[src/rtl/sgc_defs.svh]
`ifndef SGC_DEFS_SVH
`define SGC_DEFS_SVH

// Time figures and clock rate
`define SGC_CLK_HZ          10000000
`define SGC_SEL_TIME_S      60
`define SGC_PROC_TIME_MS    1000
`define SGC_TICK_TIME_US    1000

// Register byte offsets
`define SGC_OFS_CMD         8'h00
`define SGC_OFS_KEY         8'h04
`define SGC_OFS_STAT        8'h08
`define SGC_OFS_FLAG        8'h0c
`define SGC_OFS_CFG         8'h20

// Key register bits
`define SGC_KEY_CONFIRM     0
`define SGC_KEY_CANCEL      1
`define SGC_KEY_ACK         2

// Command source codes
`define SGC_SRC_KEYPAD      2'h0
`define SGC_SRC_TOOL        2'h1
`define SGC_SRC_REMOTE      2'h2
`define SGC_SRC_AUTO        2'h3

// Internal command opcodes
`define SGC_IOP_TAG         2'h0
`define SGC_IOP_AUTH        2'h1
`define SGC_IOP_RESET       2'h2
`define SGC_IOP_OUTBLK      2'h3

// Per-switchgear configuration word
`define SGC_CFG_IL_AUTH     0
`define SGC_CFG_IL_POS      1
`define SGC_CFG_IL_BAY      2
`define SGC_CFG_IL_SYS      3
`define SGC_CFG_IL_DBL      4
`define SGC_CFG_IL_PROT     5
`define SGC_CFG_ASSIGNED    6
`define SGC_CFG_BLK_PROG    7
`define SGC_CFG_SHARED      8
`define SGC_CFG_RUN_LSB     16
`define SGC_CFG_RUN_MSB     31

// Status and flag register fields
`define SGC_STAT_BUSY       6
`define SGC_STAT_FAILED     7
`define SGC_STAT_ACK        8
`define SGC_STAT_REFUSED    9
`define SGC_STAT_DONE       10
`define SGC_STAT_RSN_LSB    16
`define SGC_FLAG_AUTH       24

`define SGC_RESET_WORD      32'h0000_0000
`endif

[src/rtl/sgc_pkg.sv]
package sgc_pkg;

    typedef enum logic [5:0] {
        SGC_IDLE   = 6'h01,
        SGC_SELECT = 6'h02,
        SGC_FETCH  = 6'h04,
        SGC_CHECK  = 6'h08,
        SGC_EXEC   = 6'h10,
        SGC_ACKW   = 6'h20
    } sgc_state_t;

    typedef enum logic [4:0] {
        SGC_RSN_NONE     = 5'h00,
        SGC_RSN_ACCESS   = 5'h01,
        SGC_RSN_SEL_TO   = 5'h02,
        SGC_RSN_CANCEL   = 5'h03,
        SGC_RSN_AUTH     = 5'h04,
        SGC_RSN_POS      = 5'h05,
        SGC_RSN_BAY      = 5'h06,
        SGC_RSN_SYS      = 5'h07,
        SGC_RSN_DBL      = 5'h08,
        SGC_RSN_PROT     = 5'h09,
        SGC_RSN_PROC_TO  = 5'h0a,
        SGC_RSN_ABSENT   = 5'h0b,
        SGC_RSN_OUTBLK   = 5'h0c,
        SGC_RSN_HW       = 5'h0d,
        SGC_RSN_SHARED   = 5'h0e,
        SGC_RSN_FEEDBACK = 5'h0f
    } sgc_rsn_t;

    // Command word as written to the command register, high bits first
    typedef struct packed {
        logic [1:0] iop;
        logic       ival;
        logic       internal;
        logic       step;
        logic       test;
        logic [1:0] src;
        logic       close;
        logic [2:0] target;
    } sgc_cmd_t;

endpackage

[src/rtl/sgc_cfg_if.sv]
`timescale 1ns/1ps
interface sgc_cfg_if;
    logic        we;
    logic [2:0]  waddr;
    logic [31:0] wdata;
    logic [2:0]  raddr;
    logic [31:0] rdata;

    modport ctrl (output we, output waddr, output wdata, output raddr, input rdata);
    modport mem  (input we, input waddr, input wdata, input raddr, output rdata);
endinterface

[src/rtl/sgc_checker_top.sv]
`timescale 1ns/1ps
`include "sgc_defs.svh"
module sgc_checker_top
    import sgc_pkg::*;
#(
    parameter int unsigned NSW            = 8,
    parameter int unsigned SEL_TIMEOUT_CYC = `SGC_SEL_TIME_S * `SGC_CLK_HZ,
    parameter int unsigned PROC_LIMIT_CYC  = `SGC_PROC_TIME_MS * (`SGC_CLK_HZ / 1000),
    parameter int unsigned TICK_CYC        = `SGC_TICK_TIME_US * (`SGC_CLK_HZ / 1000000)
)(
    input  wire logic             clk_sys,
    input  wire logic             rst_n,
    input  wire logic             psel,
    input  wire logic             penable,
    input  wire logic             pwrite,
    input  wire logic [7:0]       paddr,
    input  wire logic [31:0]      pwdata,
    output logic [31:0]           prdata,
    output logic                  pready,
    output logic                  pslverr,
    input  wire logic             access_granted,
    input  wire logic [NSW-1:0]   pos_closed,
    input  wire logic             bay_logic_editor_ok,
    input  wire logic             sys_interlock_ok,
    input  wire logic             parallel_op,
    input  wire logic             prot_block,
    input  wire logic             settings_busy,
    input  wire logic [NSW-1:0]   out_block_active,
    input  wire logic             hw_fault,
    input  wire logic [NSW-1:0]   shared_busy,
    output logic [NSW-1:0]        bo_open,
    output logic [NSW-1:0]        bo_close,
    output logic                  cmd_busy,
    output logic                  cmd_failed,
    output logic                  ack_pending,
    output logic [NSW-1:0]        tag_active,
    output logic [NSW-1:0]        tag_closed,
    output logic [NSW-1:0]        out_blocked,
    output logic                  auth_remote
);
    typedef struct packed {
        sgc_state_t     state;
        sgc_cmd_t       cmd;
        sgc_rsn_t       reason;
        logic           failed;
        logic           done_ok;
        logic           ack_pend;
        logic           refused;
        logic [31:0]    sel_cnt;
        logic [31:0]    proc_cnt;
        logic [31:0]    tick_cnt;
        logic [15:0]    run_cnt;
        logic [NSW-1:0] bo_open;
        logic [NSW-1:0] bo_close;
        logic [NSW-1:0] tag_active;
        logic [NSW-1:0] tag_closed;
        logic [NSW-1:0] out_blocked;
        logic           auth_remote;
        logic [31:0]    prdata;
        logic           pready;
        logic           pslverr;
        logic           busy;
    } sgc_st_t;
    sgc_st_t   r_reg;
    sgc_st_t   r_next;
    sgc_cfg_if cfg ();
    initial
    begin
        if (NSW < 1 || NSW > 8)
            $error("NSW must be 1..8");
        if (SEL_TIMEOUT_CYC < 1 || PROC_LIMIT_CYC < 1 || TICK_CYC < 1)
            $error("Timing counts must be at least one cycle");
    end
    sgc_cfg_mem #(.NSW(NSW)) u_cfg_mem (
        .clk_sys (clk_sys),
        .rst_n   (rst_n),
        .cfg     (cfg)
    );
    function automatic logic is_cfg_addr(input logic [7:0] a);
        return a >= `SGC_OFS_CFG && 32'((a - `SGC_OFS_CFG) >> 2) < NSW && a[1:0] == 2'h0;
    endfunction
    function automatic logic addr_ok(input logic [7:0] a);
        return a == `SGC_OFS_CMD || a == `SGC_OFS_KEY || a == `SGC_OFS_STAT
            || a == `SGC_OFS_FLAG || is_cfg_addr(a);
    endfunction
    function automatic logic is_interlock(input sgc_rsn_t rs);
        return rs >= SGC_RSN_AUTH && rs <= SGC_RSN_PROT;
    endfunction
    // First failing check, evaluated in the fixed order of the sequence
    function automatic sgc_rsn_t check_cmd(
        input sgc_cmd_t    c,
        input logic [31:0] w,
        input logic        pos_now,
        input logic        auth_r,
        input logic        blk_now,
        input logic        shr_now
    );
        logic tgt_ok;
        logic auth_bad;
        tgt_ok   = 32'(c.target) < NSW;
        auth_bad = (c.src == `SGC_SRC_REMOTE) ? !auth_r
                 : (c.src == `SGC_SRC_AUTO)   ? 1'b0 : auth_r;
        if (hw_fault)
            return SGC_RSN_HW;
        if (!c.internal && !c.test)
        begin
            if (w[`SGC_CFG_IL_AUTH] && auth_bad)
                return SGC_RSN_AUTH;
            if (w[`SGC_CFG_IL_POS] && !c.step && pos_now == c.close)
                return SGC_RSN_POS;
            if (w[`SGC_CFG_IL_BAY] && !bay_logic_editor_ok)
                return SGC_RSN_BAY;
            if (w[`SGC_CFG_IL_SYS] && !sys_interlock_ok)
                return SGC_RSN_SYS;
            if (w[`SGC_CFG_IL_DBL] && parallel_op)
                return SGC_RSN_DBL;
            if (w[`SGC_CFG_IL_PROT] && prot_block)
                return SGC_RSN_PROT;
        end
        if (c.internal)
            return SGC_RSN_NONE;
        if (!tgt_ok || !w[`SGC_CFG_ASSIGNED])
            return SGC_RSN_ABSENT;
        if (w[`SGC_CFG_BLK_PROG] && blk_now)
            return SGC_RSN_OUTBLK;
        if (w[`SGC_CFG_SHARED] && shr_now)
            return SGC_RSN_SHARED;
        return SGC_RSN_NONE;
    endfunction
    sgc_cmd_t            cmd_in;
    logic                deny;
    sgc_rsn_t            deny_rsn;
    sgc_rsn_t            chk;
    wire logic           acc     = psel && penable;
    // A write lands on the edge that the master sees pready high
    wire logic           wr_fire = acc && r_reg.pready && pwrite && !r_reg.pslverr;
    wire logic           cmd_wr  = wr_fire && paddr == `SGC_OFS_CMD;
    wire logic           key_wr  = wr_fire && paddr == `SGC_OFS_KEY;
    wire logic           confirm = key_wr && pwdata[`SGC_KEY_CONFIRM];
    wire logic           cancel  = key_wr && pwdata[`SGC_KEY_CANCEL];
    wire logic           ack     = key_wr && pwdata[`SGC_KEY_ACK];
    wire logic           tgt_ok  = 32'(r_reg.cmd.target) < NSW;
    wire logic [NSW-1:0] tsel    = tgt_ok ? NSW'(1) << r_reg.cmd.target : '0;
    wire logic           pos_now = |(tsel & ((r_reg.tag_active & r_reg.tag_closed)
                                           | (~r_reg.tag_active & pos_closed)));
    assign cmd_in    = sgc_cmd_t'(pwdata[$bits(sgc_cmd_t)-1:0]);
    assign cfg.we    = wr_fire && is_cfg_addr(paddr);
    assign cfg.waddr = 3'((paddr - `SGC_OFS_CFG) >> 2);
    assign cfg.wdata = pwdata;
    assign cfg.raddr = r_reg.cmd.target;
    always_comb
    begin
        r_next   = r_reg;
        deny     = 1'b0;
        deny_rsn = SGC_RSN_NONE;
        // Inside the process so that changes of the interlock pins wake it
        chk      = check_cmd(r_reg.cmd, cfg.rdata, pos_now, r_reg.auth_remote,
                             |(tsel & (out_block_active | r_reg.out_blocked)),
                             |(tsel & shared_busy));
        // Bus answer: one wait cycle so read data leaves a flip-flop
        r_next.pready  = acc && !r_reg.pready;
        r_next.pslverr = acc && !r_reg.pready && !addr_ok(paddr);
        r_next.prdata  = '0;
        if (acc && !r_reg.pready && !pwrite)
        begin
            unique case (paddr)
                `SGC_OFS_CMD:  r_next.prdata = 32'(r_reg.cmd);
                `SGC_OFS_STAT:
                begin
                    r_next.prdata[5:0]                  = r_reg.state;
                    r_next.prdata[`SGC_STAT_BUSY]       = r_reg.state != SGC_IDLE
                                                       && r_reg.state != SGC_ACKW;
                    r_next.prdata[`SGC_STAT_FAILED]     = r_reg.failed;
                    r_next.prdata[`SGC_STAT_ACK]        = r_reg.ack_pend;
                    r_next.prdata[`SGC_STAT_REFUSED]    = r_reg.refused;
                    r_next.prdata[`SGC_STAT_DONE]       = r_reg.done_ok;
                    r_next.prdata[`SGC_STAT_RSN_LSB+:5] = r_reg.reason;
                end
                `SGC_OFS_FLAG:
                begin
                    r_next.prdata[7:0]              = 8'(r_reg.tag_active);
                    r_next.prdata[15:8]             = 8'(r_reg.tag_closed);
                    r_next.prdata[23:16]            = 8'(r_reg.out_blocked);
                    r_next.prdata[`SGC_FLAG_AUTH]   = r_reg.auth_remote;
                end
                default:       r_next.prdata = '0;
            endcase
        end
        unique case (r_reg.state)
            SGC_IDLE:
            begin
                if (cmd_wr)
                begin
                    r_next.cmd      = sgc_cmd_t'(pwdata[$bits(sgc_cmd_t)-1:0]);
                    r_next.failed   = 1'b0;
                    r_next.done_ok  = 1'b0;
                    r_next.refused  = 1'b0;
                    r_next.reason   = SGC_RSN_NONE;
                    r_next.sel_cnt  = '0;
                    r_next.proc_cnt = '0;
                    if (!access_granted)
                    begin
                        deny     = 1'b1;
                        deny_rsn = SGC_RSN_ACCESS;
                    end
                    else if (cmd_in.src == `SGC_SRC_KEYPAD)
                        r_next.state = SGC_SELECT;
                    else
                        r_next.state = SGC_FETCH;
                end
            end
            SGC_SELECT:
            begin
                r_next.sel_cnt = r_reg.sel_cnt + 32'h1;
                if (cancel)
                begin
                    deny     = 1'b1;
                    deny_rsn = SGC_RSN_CANCEL;
                end
                else if (confirm)
                    r_next.state = SGC_FETCH;
                else if (r_reg.sel_cnt >= SEL_TIMEOUT_CYC - 1)
                begin
                    deny     = 1'b1;
                    deny_rsn = SGC_RSN_SEL_TO;
                end
            end
            SGC_FETCH:
            begin
                // Config word is valid one cycle after the target settles
                r_next.proc_cnt = r_reg.proc_cnt + 32'h1;
                r_next.state    = SGC_CHECK;
            end
            SGC_CHECK:
            begin
                r_next.proc_cnt = r_reg.proc_cnt + 32'h1;
                if (cancel && r_reg.cmd.src == `SGC_SRC_KEYPAD)
                begin
                    deny     = 1'b1;
                    deny_rsn = SGC_RSN_CANCEL;
                end
                else if (r_reg.proc_cnt >= PROC_LIMIT_CYC - 1)
                begin
                    deny     = 1'b1;
                    deny_rsn = SGC_RSN_PROC_TO;
                end
                else if (settings_busy)
                    r_next.state = SGC_CHECK;
                else if (chk != SGC_RSN_NONE)
                begin
                    deny     = 1'b1;
                    deny_rsn = chk;
                end
                else if (r_reg.cmd.internal)
                begin
                    unique case (r_reg.cmd.iop)
                        `SGC_IOP_TAG:
                        begin
                            r_next.tag_active = r_reg.cmd.ival ? r_reg.tag_active | tsel
                                                               : r_reg.tag_active & ~tsel;
                            r_next.tag_closed = r_reg.cmd.close ? r_reg.tag_closed | tsel
                                                                : r_reg.tag_closed & ~tsel;
                        end
                        `SGC_IOP_AUTH:   r_next.auth_remote = r_reg.cmd.ival;
                        `SGC_IOP_RESET:  r_next.refused     = 1'b0;
                        `SGC_IOP_OUTBLK:
                            r_next.out_blocked = r_reg.cmd.ival ? r_reg.out_blocked | tsel
                                                                : r_reg.out_blocked & ~tsel;
                    endcase
                    r_next.done_ok = 1'b1;
                    r_next.state   = SGC_IDLE;
                end
                else
                begin
                    r_next.bo_close = r_reg.cmd.close ? tsel : '0;
                    r_next.bo_open  = r_reg.cmd.close ? '0 : tsel;
                    r_next.run_cnt  = '0;
                    r_next.tick_cnt = '0;
                    r_next.state    = SGC_EXEC;
                end
            end
            SGC_EXEC:
            begin
                r_next.tick_cnt = (r_reg.tick_cnt >= TICK_CYC - 1) ? '0
                                                                   : r_reg.tick_cnt + 32'h1;
                if (r_reg.tick_cnt >= TICK_CYC - 1)
                    r_next.run_cnt = r_reg.run_cnt + 16'h1;
                if (cancel)
                begin
                    deny     = 1'b1;
                    deny_rsn = SGC_RSN_CANCEL;
                end
                else if (!r_reg.cmd.step && pos_now == r_reg.cmd.close)
                begin
                    r_next.done_ok = 1'b1;
                    r_next.state   = SGC_IDLE;
                end
                else if (r_reg.run_cnt >= cfg.rdata[`SGC_CFG_RUN_MSB:`SGC_CFG_RUN_LSB])
                begin
                    // Step and set-point pulses end here by design, switching waits fail
                    if (r_reg.cmd.step)
                    begin
                        r_next.done_ok = 1'b1;
                        r_next.state   = SGC_IDLE;
                    end
                    else
                    begin
                        deny     = 1'b1;
                        deny_rsn = SGC_RSN_FEEDBACK;
                    end
                end
                if (r_next.state != SGC_EXEC)
                begin
                    r_next.bo_open  = '0;
                    r_next.bo_close = '0;
                end
            end
            SGC_ACKW:
            begin
                if (ack)
                begin
                    r_next.ack_pend = 1'b0;
                    r_next.state    = SGC_IDLE;
                end
            end
        endcase
        // A command arriving outside idle is refused, the running one untouched
        if (cmd_wr && r_reg.state != SGC_IDLE)
            r_next.refused = 1'b1;
        if (deny)
        begin
            r_next.failed   = 1'b1;
            r_next.reason   = deny_rsn;
            r_next.bo_open  = '0;
            r_next.bo_close = '0;
            if (r_next.cmd.src == `SGC_SRC_KEYPAD && is_interlock(deny_rsn))
            begin
                r_next.ack_pend = 1'b1;
                r_next.state    = SGC_ACKW;
            end
            else
                r_next.state = SGC_IDLE;
        end
        r_next.busy = r_next.state != SGC_IDLE && r_next.state != SGC_ACKW;
    end
    always_ff @(posedge clk_sys)
    begin
        if (!rst_n)
        begin
            r_reg       <= '0;
            r_reg.state <= SGC_IDLE;
        end
        else
            r_reg <= r_next;
    end
    assign prdata      = r_reg.prdata;
    assign pready      = r_reg.pready;
    assign pslverr     = r_reg.pslverr;
    assign bo_open     = r_reg.bo_open;
    assign bo_close    = r_reg.bo_close;
    assign cmd_busy    = r_reg.busy;
    assign cmd_failed  = r_reg.failed;
    assign ack_pending = r_reg.ack_pend;
    assign tag_active  = r_reg.tag_active;
    assign tag_closed  = r_reg.tag_closed;
    assign out_blocked = r_reg.out_blocked;
    assign auth_remote = r_reg.auth_remote;
endmodule

[src/rtl/sgc_cfg_mem.sv]
`timescale 1ns/1ps
`include "sgc_defs.svh"
module sgc_cfg_mem
    import sgc_pkg::*;
#(
    parameter int unsigned NSW = 8
)(
    input  wire logic  clk_sys,
    input  wire logic  rst_n,
    sgc_cfg_if.mem     cfg
);
    typedef struct packed {
        logic [31:0] rdata;
    } sgc_mem_st_t;

    // Words stay unreset: an unconfigured entry reads as unknown until it is written
    logic [31:0] mem_reg [NSW];
    sgc_mem_st_t st_reg;
    sgc_mem_st_t st_next;

    initial
    begin
        if (NSW < 1 || NSW > 8)
            $error("NSW must be 1..8");
    end

    always_comb
    begin
        st_next       = st_reg;
        st_next.rdata = (32'(cfg.raddr) < NSW) ? mem_reg[cfg.raddr] : `SGC_RESET_WORD;
    end

    always_ff @(posedge clk_sys)
    begin
        if (!rst_n)
            st_reg <= '0;
        else
            st_reg <= st_next;
        if (cfg.we && 32'(cfg.waddr) < NSW)
            mem_reg[cfg.waddr] <= cfg.wdata;
    end

    assign cfg.rdata = st_reg.rdata;
endmodule

[config.mk]
export PLATFORM = sky130hd
export DESIGN_NAME = sgc_checker_top
export DESIGN_NICKNAME = d
export VERILOG_FILES = /design/src/rtl/sgc_pkg.sv /design/src/rtl/sgc_cfg_if.sv /design/src/rtl/sgc_checker_top.sv /design/src/rtl/sgc_cfg_mem.sv
export VERILOG_INCLUDE_DIRS = /design/src /design/src/rtl
export SDC_FILE = /design/constraint.sdc
export NUM_CORES = 1
export LEC_CHECK = 0
export ABC_CLOCK_PERIOD_IN_PS = 3900
export BUFFER_PORTS_ARGS = -buffer_cell sky130_fd_sc_hd__buf_2
export CAP_MARGIN = 5
export CORE_MARGIN = 2
export CORE_UTILIZATION = 56
export CTS_BUF_LIST = sky130_fd_sc_hd__clkbuf_4 sky130_fd_sc_hd__clkbuf_8
export CTS_CLUSTER_SIZE = 28
export DETAILED_ROUTE_END_ITERATION = 16
export PLACE_DENSITY = 0.78
export SYNTH_ARGS = -nofsm -noshare
export SYNTH_HDL_FRONTEND = slang
export SYNTH_SLANG_ARGS = --single-unit
export TNS_END_PERCENT = 30
[constraint.sdc]
create_clock -name clk_sys -period 3.9 [get_ports clk_sys]
set_input_delay 0.78 -clock clk_sys [delete_from_list [all_inputs] [get_ports clk_sys]]
set_output_delay 0.78 -clock clk_sys [all_outputs]
set_load 0.1 [all_outputs]
* Word-level counts from Yosys, hierarchy flattened *
Memory sizes are Yosys's and may differ from the RTL's. A register that Yosys moved wholly into a read port is not among the register bits.
Cells that the tools add are included.

word-level totals
  register bits = 215
  latch bits = 0
  bits in writable memories = 256
  ROM bits = 0
  bits of input ports = 76
  output and inout bits = 78
  word-level logic and storage cells = 380
  memories kept = 1

cells by class
  add/subtract/negate cells = 6
  multipliers = 0
  div/mod/pow operators = 0
  order comparisons = 8
  eq/ne operators = 39
  shift operators = 1
  muxes and demuxes = 195
  bitwise operators = 20
  reductions and logical operators = 80

memory list
  name               depth  bits a word  rd ports  clocked after memory_dff  wr ports  line               text
  u_cfg_mem.mem_reg  8      32           1         1                         1         sgc_cfg_mem.sv:17  logic [31:0] mem_reg [NSW];

operators by type and width
  operator                                                                                number
  89-bit 2-to-1 mux                                                                       4
  5-bit 2-to-1 mux                                                                        51
  32-bit case mux with 2 select lines                                                     2
  64-bit case mux with 2 select lines                                                     1
  32-bit by 1-bit adder with 32-bit output (second input constant)                        3
  6-bit 2-to-1 mux                                                                        16
  1-bit 2-to-1 mux                                                                        92
  65-bit 2-to-1 mux                                                                       1
  8-bit bitwise AND                                                                       8
  64-bit 2-to-1 mux                                                                       1
  25-bit 2-to-1 mux                                                                       2
  16-bit 2-to-1 mux                                                                       3
  8-bit 2-to-1 mux                                                                        6
  8-bit OR                                                                                5
  6-bit case mux with 6 select lines                                                      1
  7-bit AND reduction                                                                     5
  11-bit case mux with 3 select lines                                                     1
  32-bit by 14-bit greater-or-equal comparator with 1-bit output (second input constant)  1
  32-bit by 24-bit greater-or-equal comparator with 1-bit output (second input constant)  1
  32-bit by 30-bit greater-or-equal comparator with 1-bit output (second input constant)  1
  1-bit logical AND                                                                       32
  32-bit 2-to-1 mux                                                                       1
  30-bit by 4-bit less-than comparator with 1-bit output (second input constant)          1
  3-bit != test (second input constant)                                                   8
  49 further kinds                                                                        102

* Logic depth before layout (Yosys ltp) *
Gate-level depths: netlist of run 1.

  depth after elaboration = 66
  depth in mapped cells = 14
  depth with buffers taken out = 11

* By module *
From an unflattened synthesis of run 1, not the netlist that was laid out.

second synthesis, totals
  cell total of the unflattened synthesis = 1,865
  area total of the unflattened synthesis = 21,733.3 sq um

modules (own cells, without submodules)
  module           times used  cells an instance  area an instance (sq um)  seq. area each (sq um)
  sgc_checker_top  1           1,342              10,960.5                  4,144.0
  sgc_cfg_mem      1           523                10,772.8                  8,328.0

* Worst setup path after synthesis of run 1 *
No wires, ideal clock.

  path kind = input-to-reg
  from = input paddr[5]
  to = memory u_cfg_mem.mem_reg[0][0] (enable)
  library setup time = 0.444 ns
  arrival time = 3.684 ns
  required time = 3.456 ns
  path slack = -0.227 ns
  stages on the path = 8
  buffers on the path = 0
  cell sequence = inv_1 > ha_1 > ha_1 > nand4_1 > a21oi_1 > and3_1 > and2_1 > nor3b_1

between the ends
  word-level cells in the longest chain between the ends = 7
  elaborated cells between the ends (all ways) = 8
  those cells by class = 1 x add/sub; 2 x order compare; 2 x mux; 3 x reduce/logical

ends and longest elaborated chain
  item                                                          line                    text
  start, declared                                               sgc_checker_top.sv:16   input wire logic [7:0] paddr,
  8-bit by 6-bit subtractor with 9-bit output (no source line)  n/a
  30-bit by 4-bit less-than comparator with 1-bit output        sgc_checker_top.sv:80   return a >= `SGC_OFS_CFG && 32'((a - `SGC_OFS_CFG) >> 2) < NSW && a[1:0] == 2'h0;
  1-bit logical AND * (2 in series)                             sgc_checker_top.sv:80
  1-bit logical AND *                                           sgc_checker_top.sv:147  assign cfg.we = wr_fire && is_cfg_addr(paddr);
  1-bit 2-to-1 mux *                                            sgc_cfg_mem.sv:39       if (cfg.we && 32'(cfg.waddr) < NSW)
  1-bit 2-to-1 mux (not written as such) *                      sgc_cfg_mem.sv:40       mem_reg[cfg.waddr] <= cfg.wdata;
  end, declared                                                 sgc_cfg_mem.sv:17

Mark *: on every way between the ends. The rest lies on a longest branch, timed or not.

* Worst setup path after layout of run 1 *
  from = register r_reg, in the netlist cfg.raddr[2]
  to = register r_reg[113] in the netlist's numbering

between the ends
  word-level cells in the longest chain between the ends = 48
  elaborated cells between the ends (all ways) = 73
  those cells by class = 2 x eq/ne; 1 x shift; 59 x mux; 3 x bitwise; 8 x reduce/logical

ends and longest elaborated chain
  item                                           line                    text
  start, declared                                sgc_checker_top.sv:64   sgc_st_t r_reg;
  start signal, assigned                         sgc_checker_top.sv:354  r_reg <= r_next;
  1-bit by 3-bit left shift with 8-bit output *  sgc_checker_top.sv:143  wire logic [NSW-1:0] tsel = tgt_ok ? NSW'(1) << r_reg.cmd.target : '0;
  8-bit bitwise AND                              sgc_checker_top.sv:144  wire logic pos_now = |(tsel & ((r_reg.tag_active & r_reg.tag_closed)
  8-bit OR reduction                             sgc_checker_top.sv:144
  1-bit == test                                  sgc_checker_top.sv:109  if (w[`SGC_CFG_IL_POS] && !c.step && pos_now == c.close)
  1-bit logical AND                              sgc_checker_top.sv:109
  5-bit 2-to-1 mux (2 in series)                 sgc_checker_top.sv:109
  5-bit 2-to-1 mux (2 in series)                 sgc_checker_top.sv:105  if (!c.internal && !c.test)
  5-bit 2-to-1 mux (2 in series)                 sgc_checker_top.sv:111  if (w[`SGC_CFG_IL_BAY] && !bay_logic_editor_ok)
  (+29 left out)                                 n/a
  5-bit 2-to-1 mux                               sgc_checker_top.sv:126  if (w[`SGC_CFG_SHARED] && shr_now)
  5-bit 2-to-1 mux                               sgc_checker_top.sv:124  if (w[`SGC_CFG_BLK_PROG] && blk_now)
  5-bit 2-to-1 mux                               sgc_checker_top.sv:122  if (!tgt_ok || !w[`SGC_CFG_ASSIGNED])
  5-bit 2-to-1 mux *                             sgc_checker_top.sv:120  if (c.internal)
  5-bit 2-to-1 mux *                             sgc_checker_top.sv:105
  5-bit nonzero test *                           sgc_checker_top.sv:249  else if (chk != SGC_RSN_NONE)
  2-bit != test (no source line) *               n/a
  6-bit AND reduction (no source line) *         n/a

Mark *: on every way between the ends. The rest lies on a longest branch, timed or not. The select of a mux whose other input is x is not followed.
A chain may end at the register's enable or synchronous reset.

==> results of run 1 <==
==> cell usage after synthesis (26+ instances only) <==
cell      count
mux2i_1      39
clkbuf_1     52
a22oi_1      26
dfxtp_1     232
nor3_1       31
nand3_1      78
edfxtp_1    200
nand2_1     145
buf_4        74
a21oi_1     113
and3_1       33
xor2_1       31
mux4_2       50
inv_1        34
o21ai_0      62
nor2_1      189
==> metrics by stage <==
step | power, W | setup TNS, ns | setup WS [ns] | cells
2_1_floorplan | 0.00498 | -6.69 | -0.217 | 1753
4_1_cts | 0.00912 | 0 | 0.438 | 2359
6_report | 0.00905 | 0 | 0.391 | 2360
3_3_place_gp | 0.00506 | 0 | 0.326 | 2235
5_1_grt | 0.00931 | 0 | 0.247 | 2360
3_5_place_dp | 0.00507 | 0 | 0.253 | 2235
==> area by class of cell <==
cell class                      instances  area share
Multi-Input combinational cell       1134       0.356
Tap cell                              448      0.0260
Inverter                               36     0.00626
Clock inverter                         18     0.00748
Antenna cell                            1    0.000116
Clock buffer                          106      0.0609
Sequential cell                       432       0.494
Timing Repair Buffer                  185      0.0490
==> routing by layer <==
layer  GRT usage  part of all wire  vias to the layer above
met1       0.330              0.41                     6935
met5           0           0.00061                        -
li1            -                 -                     6598
met4      0.0930             0.027                        6
met3      0.0526             0.083                      108
met2       0.410              0.48                      595
==> cells in the final DEF (no fill, tap or decap), types with 26 or more instances in the layout <==
cell type,n
edfxtp_1,200
buf_4,41
nand3_1,78
nor2_1,188
nor3_1,29
a22oi_1,26
mux2i_1,39
clkbuf_8,83
mux4_2,50
a21oi_1,113
inv_1,34
and3_1,33
dfxtp_1,230
o21ai_0,62
nand2_1,145
buf_2,142
xor2_1,31
==> how the worst max path moves through the flow <==
stage	to	cells past startpoint
6_report	r_reg[113]	11
5_1_grt	r_reg[98]	11
3_5_place_dp	r_reg[113]	10
4_1_cts	r_reg[113]	11
3_3_place_gp	r_reg[93]	10
2_1_floorplan	u_cfg_mem.mem_reg[3][0]	8
==> power breakdown <==
part	switching (W)	internal (W)
logic	0.000170	0.0000651
clock network	0.00178	0.00230
registers	0.00000325	0.00474
total	0.00195	0.00710
==> worst max-delay path: stages (launching register included) <==
cell     delay (ns)
dfxtp_1        0.44
buf_4          0.29
or3b_1         0.19
o22ai_1        0.11
a221o_1        0.39
or4_1          0.59
and3_4         0.23
and4b_1        0.28
buf_12         0.18
o21ai_4        0.25
nand2_4        0.24
a21oi_1        0.19
==> logic make-up (layout without fill, tap and decap cells) <==
logic type,count (synthesis),after routing,share of synthesized area
simple gates,649,649,0.170
flops,432,432,0.552
compound gates,304,304,0.102
buf+inv,187,345,0.0528
mux,105,105,0.0880
xor+xnor,46,46,0.0209
fa+ha+maj,23,23,0.0149
other cells,1,8,0.000194
==> reports/results.ini, run 1 <==
[run_status]
status=finished clean

[final_layout]
fill_cells=2521
largest_reg_flops=200
synthToLayoutAreaGrowth_pct=11.9
drive_above_1_share=0.219
finalInstanceArea_sq_um=21600
finish.utilization=0.640
register_area_sq_um=10700
nets=1957
multi_input_area_sq_um=7690

[sta]
whs_ns=0.429
setup_viol=0
worst_pin_slew_ns=1.01
hold_viol=0
max_slew_margin=0.326
drv_slew=0
finClkSkew_ns=0.0449
max_freq_ghz=0.285
min_period_over_period=0.900
period_minus_slack_ns=3.51
rsz0062_at_grt=no

[yosys]
ys_types=84
synth_top_area_share=0.311
synth_area_sq_um=19300
yosysWarnings=0
synthArstFlopShare=0
ys_seq_area_frac=0.552
postSynthCellCount=1747
synth_top_flop_cell=dfxtp_1
ys_ff_latch=432
synth.largest_area_cell=edfxtp_1
yosys-top-cells-area=edfxtp_1 (31%), dfxtp_1 (24%), mux4_2 (5.8%)
synth_edf_count=200
avgSynthCellArea_sq_um=11.0

[drt]
via_count=14200
drcViolationCount=0
first_pass_iters=6
antenna_left=0
wl_microns=45600
drt-initial-drc-count=1486
viasPerCell=6.03
wl_per_cell_microns=19.3

[clock_tree]
insertion_delay_ns=0.60
cts.clk_slew.worst_paths_ns=0.06
cts_made_buffers=69
clockRootBuffer=clkbuf_8
h-tree-depth=3
postCtsSetupRepairBufs=0
cts_tree=done
cts.sinks=432
cts.path.max_buffers=3
cts_hold_buf=0
cts_resized=0

[min_path]
hold_start=pwdata[11]
hold_path_depth=3
hp-class=input port to flip-flop
min_to=r_reg[208]

[place]
dp.final_hpwl_microns=29900
io_buffers=142
place_area_sq_um=20100
place.gp.congestion=0.926

[worst_setup_path]
timing.rr.end=r_reg[113]
cp.arrival_ns=4.00
r2r_start=cfg.raddr[2]
reg2regPathDepth=11
critPathCaptureType=flip-flop
cp_data_required_time_ns=4.39
startpoint_type=flip-flop
cp_max_fo=28
r2r_slack_ns=0.39
critPathKind=flip-flop to flip-flop
worstSetupStartpoint=cfg.raddr[2]

[global_route]
grt_max_degree=52
grt_use_total=0.250
grt_pass1_vias=13900
grt_pass1_wl_microns=71700
antenna_found_initial=4
grt_overflow_total=0

[die]
core_region_area_sq_um=33700
die_h_microns=190
rows=67
start_util=0.572
pin_count=154
dieArea_sq_um=35900
dieWidth_microns=190

[run]
maxCapViolCount=0

[power_and_ir_drop]
irDropWorstVdd_mv=0.359
p_leak_nw=7.94
power_density_nw_per_um2=419

Power figures use the tool's default switching activity.
==> inputs of run 2 (changes only) <==
--- a/config.mk
+++ b/config.mk
@@ -15,6 +15,7 @@
 export CTS_CLUSTER_SIZE = 28
 export DETAILED_ROUTE_END_ITERATION = 16
 export PLACE_DENSITY = 0.78
+export RECOVER_POWER = 100
 export SYNTH_ARGS = -nofsm -noshare
 export SYNTH_HDL_FRONTEND = slang
 export SYNTH_SLANG_ARGS = --single-unit
==> reports/results.ini, run 2 (synthesized netlist as in run 1, its figures left out) <==
[run_status]
status=finished, violations left
violations=capacitance limit, slew limit

[worst_setup_path]
cp_data_required_time_ns=4.39
critPathKind=flip-flop to flip-flop
r2r_slack_ns=0.34
critPathCaptureType=flip-flop
cp.arrival_ns=4.06
startpoint_type=flip-flop
cp_max_fo=28

[power_and_ir_drop]
p_sw_frac=0.215
combinationalPowerShare=0.025
pwr-share-seq=0.525
p_leak_nw=7.49
p_sw_w=0.00195
power_density_nw_per_um2=424
irDropWorstVdd_mv=0.359
fin_total_pwr_w=0.00904
pwr-share-clk=0.450
intPower_w=0.00710

[global_route]
grt_pass1_wl_microns=71700
grt_overflow_total=0
grt_max_degree=52
grt_use_total=0.250
grt_pass1_vias=13900
antenna_found_initial=2

[place]
io_buffers=142
place.gp.congestion=0.926
dp.final_hpwl_microns=29900

[die]
core_region_area_sq_um=33700
die_h_microns=190
dieArea_sq_um=35900
start_util=0.572
dieWidth_microns=190
rows=67
pin_count=154

[drt]
first_pass_iters=6
via_count=14200
wl_microns=45700
antenna_left=0
drt-initial-drc-count=1442
wl_per_cell_microns=19.4
viasPerCell=6.03
drcViolationCount=0

[clock_tree]
cts_hold_buf=0
insertion_delay_ns=0.60
postCtsSetupRepairBufs=0
cts_tree=done
clockRootBuffer=clkbuf_8
cts_made_buffers=69
cts.clk_slew.worst_paths_ns=0.06
cts.path.max_buffers=3
cts_resized=0
cts.sinks=432
h-tree-depth=3

[run]
maxCapViolCount=1

[sta]
worst_pin_slew_ns=1.98
fin_setup_tns_ns=0
rsz0062_at_grt=no
max_slew_margin=-0.318
drv_slew=52
max_freq_ghz=0.281
period_minus_slack_ns=3.56
finClkSkew_ns=0.0421
setup_viol=0
hold_viol=0
min_period_over_period=0.914

[final_layout]
nets=1957
synthToLayoutAreaGrowth_pct=10.7
final_common_cell=dfxtp_1
drive_above_1_share=0.160
largest_reg_flops=200
final_cell_mix=dfxtp_1 (230), edfxtp_1 (200), nor2_1 (189)

[min_path]
hp-class=input port to flip-flop

## run 2: per-layer routing
layer	vias up	global-route usage	wire length, microns
met5	-	0	13
met4	2	0.0930	1210
met3	104	0.0526	3820
met2	594	0.410	22000
met1	6921	0.330	18700
li1	6599	-	-
## run 2: per-stage QoR
step | area (sq um) | cells | utilization | hold WS (ns) | setup WS, ns
after floorplan | 19300 | 1753 | - | 0.435 | -0.217
after global placement | 20100 | 2235 | 0.596 | 0.455 | 0.326
after detailed placement | 20100 | 2235 | 0.596 | 0.472 | 0.253
after CTS | 21600 | 2359 | 0.640 | 0.401 | 0.438
after global routing | 21300 | 2360 | 0.633 | 0.424 | 0.148
final | 21300 | 2360 | 0.633 | 0.430 | 0.335
## run 2: cell type report
cell class              instances  area, sq um
clock buffers                 106         1320
inverters                      36          135
fillers                      2602        12400
clock inverters                18          161
multi-input cells            1134         7630
repair buffers                185          887
well taps                     448          561
diodes                          1         2.50
flip-flops and latches        432        10700
## run 2: worst paths after layout
kind,startpoint,end,cells after the start
worst max-delay path,cfg.raddr[2],r_reg[113],11
worst min-delay path,pwdata[10],r_reg[207],3
worst max register to register,cfg.raddr[2],r_reg[113],11
worst min register to register,r_reg[194],r_reg[194],2
## run 2: worst max-delay path: stages (launching register included)
cell	delay (ns)
dfxtp_1	0.44
buf_4	0.29
or3b_1	0.19
o22ai_1	0.11
a221o_1	0.39
or4_1	0.58
and3_1	0.27
and4b_1	0.31
buf_12	0.18
o21ai_4	0.25
nand2_4	0.24
a21oi_1	0.19
## run 2: power by group through the flow
| stage | combinational, W | clock (W) | sequential (W) |
|---|---|---|---|
| floorplan | 0.000127 | 0 | 0.00485 |
| global placement | 0.000222 | 0 | 0.00484 |
| detailed placement | 0.000230 | 0 | 0.00484 |
| CTS | 0.000232 | 0.00415 | 0.00474 |
| global route | 0.000243 | 0.00432 | 0.00474 |
| finish | 0.000226 | 0.00407 | 0.00474 |
==> inputs of run 3 (changes only) <==
--- a/config.mk
+++ b/config.mk
@@ -10,11 +10,11 @@
 export BUFFER_PORTS_ARGS = -buffer_cell sky130_fd_sc_hd__buf_2
 export CAP_MARGIN = 5
 export CORE_MARGIN = 2
-export CORE_UTILIZATION = 56
+export CORE_UTILIZATION = 23
 export CTS_BUF_LIST = sky130_fd_sc_hd__clkbuf_4 sky130_fd_sc_hd__clkbuf_8
 export CTS_CLUSTER_SIZE = 28
 export DETAILED_ROUTE_END_ITERATION = 16
-export PLACE_DENSITY = 0.78
+export MAX_ROUTING_LAYER = met4
 export RECOVER_POWER = 100
 export SYNTH_ARGS = -nofsm -noshare
 export SYNTH_HDL_FRONTEND = slang
==> reports/results.ini, run 3 (synthesized netlist as in run 1, its figures left out) <==
[drt]
drt-initial-drc-count=926
drcViolationCount=0
antenna_left=0
via_count=13900
first_pass_iters=5
viasPerCell=4.59
wl_microns=49500
wl_per_cell_microns=16.4

[die]
dieWidth_microns=294
die_h_microns=294
pin_count=154
rows=106
core_region_area_sq_um=83300
dieArea_sq_um=86200
start_util=0.232

[worst_setup_path]
cp_max_fo=15
cpPeakStageDelay_ns=0.58
cp_num_buf_inv=2
cp_cell_sequence=nand2b_1 -> nor2_1 -> a221o_1 -> or4_1 -> and3_1 -> and4b_1 -> clkbuf_1 -> nor2_1 -> buf_12 -> a22oi_1 -> nor2_1
critPathKind=flip-flop to flip-flop
cp.arrival_ns=4.23
startpoint_type=flip-flop
crit_top_cell=nor2_1
slowest_stage=or4_1
critical_path.top_delay_family=simple AND/OR/NAND/NOR gates
cp_data_required_time_ns=4.48
critPathCaptureType=flip-flop

[sta]
setup_viol=0
max_slew_margin=0.107
period_minus_slack_ns=3.65
worst_pin_slew_ns=1.34
rsz0062_at_grt=no
whs_ns=0.416
min_period_over_period=0.935
finClkSkew_ns=0.0408
max_freq_ghz=0.274
fin_setup_tns_ns=0
hold_viol=0
drv_slew=0
fin_ws_ns=0.254

[final_layout]
fill_cells=8800
finalInstanceArea_sq_um=22300
nets=1978
largest_reg_flops=200
finish.utilization=0.268
synthToLayoutAreaGrowth_pct=15.7
final_common_cell=dfxtp_1
final_cell_mix=dfxtp_1 (230), edfxtp_1 (200), nor2_1 (189)
drive_above_1_share=0.165

[global_route]
grt_overflow_total=0
grt_max_degree=52
grt_pass1_wl_microns=76300
antenna_found_initial=5
grt_use_total=0.116
grt_pass1_vias=13400

[power_and_ir_drop]
power_density_nw_per_um2=415
irDropWorstVdd_mv=0.244
p_leak_nw=7.60

[run]
maxCapViolCount=0

[place]
place_ws_ns=0.216
dp.final_hpwl_microns=33000
place.gp.congestion=0.869
io_buffers=142
place_area_sq_um=21000

[clock_tree]
cts.clk_slew.worst_paths_ns=0.06
insertion_delay_ns=0.66
cts_made_buffers=75
postCtsSetupRepairBufs=0
cts_tree=done
cts_hold_buf=0
clockRootBuffer=clkbuf_8
cts.path.max_buffers=3
cts_resized=0
h-tree-depth=3
cts.sinks=432

[run_status]
status=finished clean

[min_path]
hp-class=input port to flip-flop

-- run 3: cell types whose count changed in the layout (fill, tap and decap cells not counted), moves of 2 or more --
cell,delta
buf_4,+12
clkinv_1,+11
clkbuf_1,+5
clkbuf_8,+5
and2_0,-3
and2_1,+3
clkinvlp_4,-3
diode_2,+3
clkinv_2,+2
clkinv_8,+2
-- run 3: worst paths after layout --
check | startpoint | to | slack, ns | cells after the start
worst min-delay path | pwdata[11] | r_reg[208] | 0.42 | 3
worst min register to register | r_reg[194] | r_reg[194] | 0.47 | 2
worst max-delay path | cfg.raddr[2] | bo_close[6] | 0.25 | 11
worst max register to register | cfg.raddr[2] | bo_close[6] | 0.25 | 11
-- run 3: final cells by class --
cell class	instances	area [sq um]	share of cell area
clock inverter	30	211	0.00947
antenna	4	10.0	0.000448
timing repair buffer	200	971	0.0435
inverter	36	136	0.00611
clock buffer	110	1380	0.0616
sequential	432	10700	0.477
tap	1080	1350	0.0605
multi-input combinational	1134	7610	0.341
-- run 3: worst reg2reg max path, stage by stage, from the launching register on --
cell and delay (ns):
dfxtp_1 0.57, nand2b_1 0.23, nor2_1 0.13, a221o_1 0.44, or4_1 0.58, and3_1 0.28
and4b_1 0.38, clkbuf_1 0.17, nor2_1 0.38, buf_12 0.21, a22oi_1 0.09, nor2_1 0.12
-- run 3: per-layer routing --
layer | track usage | part of all wire | vias up
met3 | 0.0332 | 0.072 | 90
met5 | - | 0 | -
met1 | 0.146 | 0.44 | 6751
met4 | 0.0346 | 0.021 | 0
met2 | 0.181 | 0.46 | 383
li1 | - | - | 6669
-- run 3: power by group --
part / internal, W / total, W / switching (W)
sequential: 0.00474 / 0.00475 / 0.00000308
combinational: 0.0000584 / 0.000232 / 0.000174
clock: 0.00237 / 0.00428 / 0.00191
-- run 3: through the flow --
stage | total power [W] | cells
2_1_floorplan | 0.00498 | 1753
3_3_place_gp | 0.00508 | 2882
3_5_place_dp | 0.00508 | 2882
4_1_cts | 0.00938 | 3022
5_1_grt | 0.00961 | 3026
6_report | 0.00925 | 3026
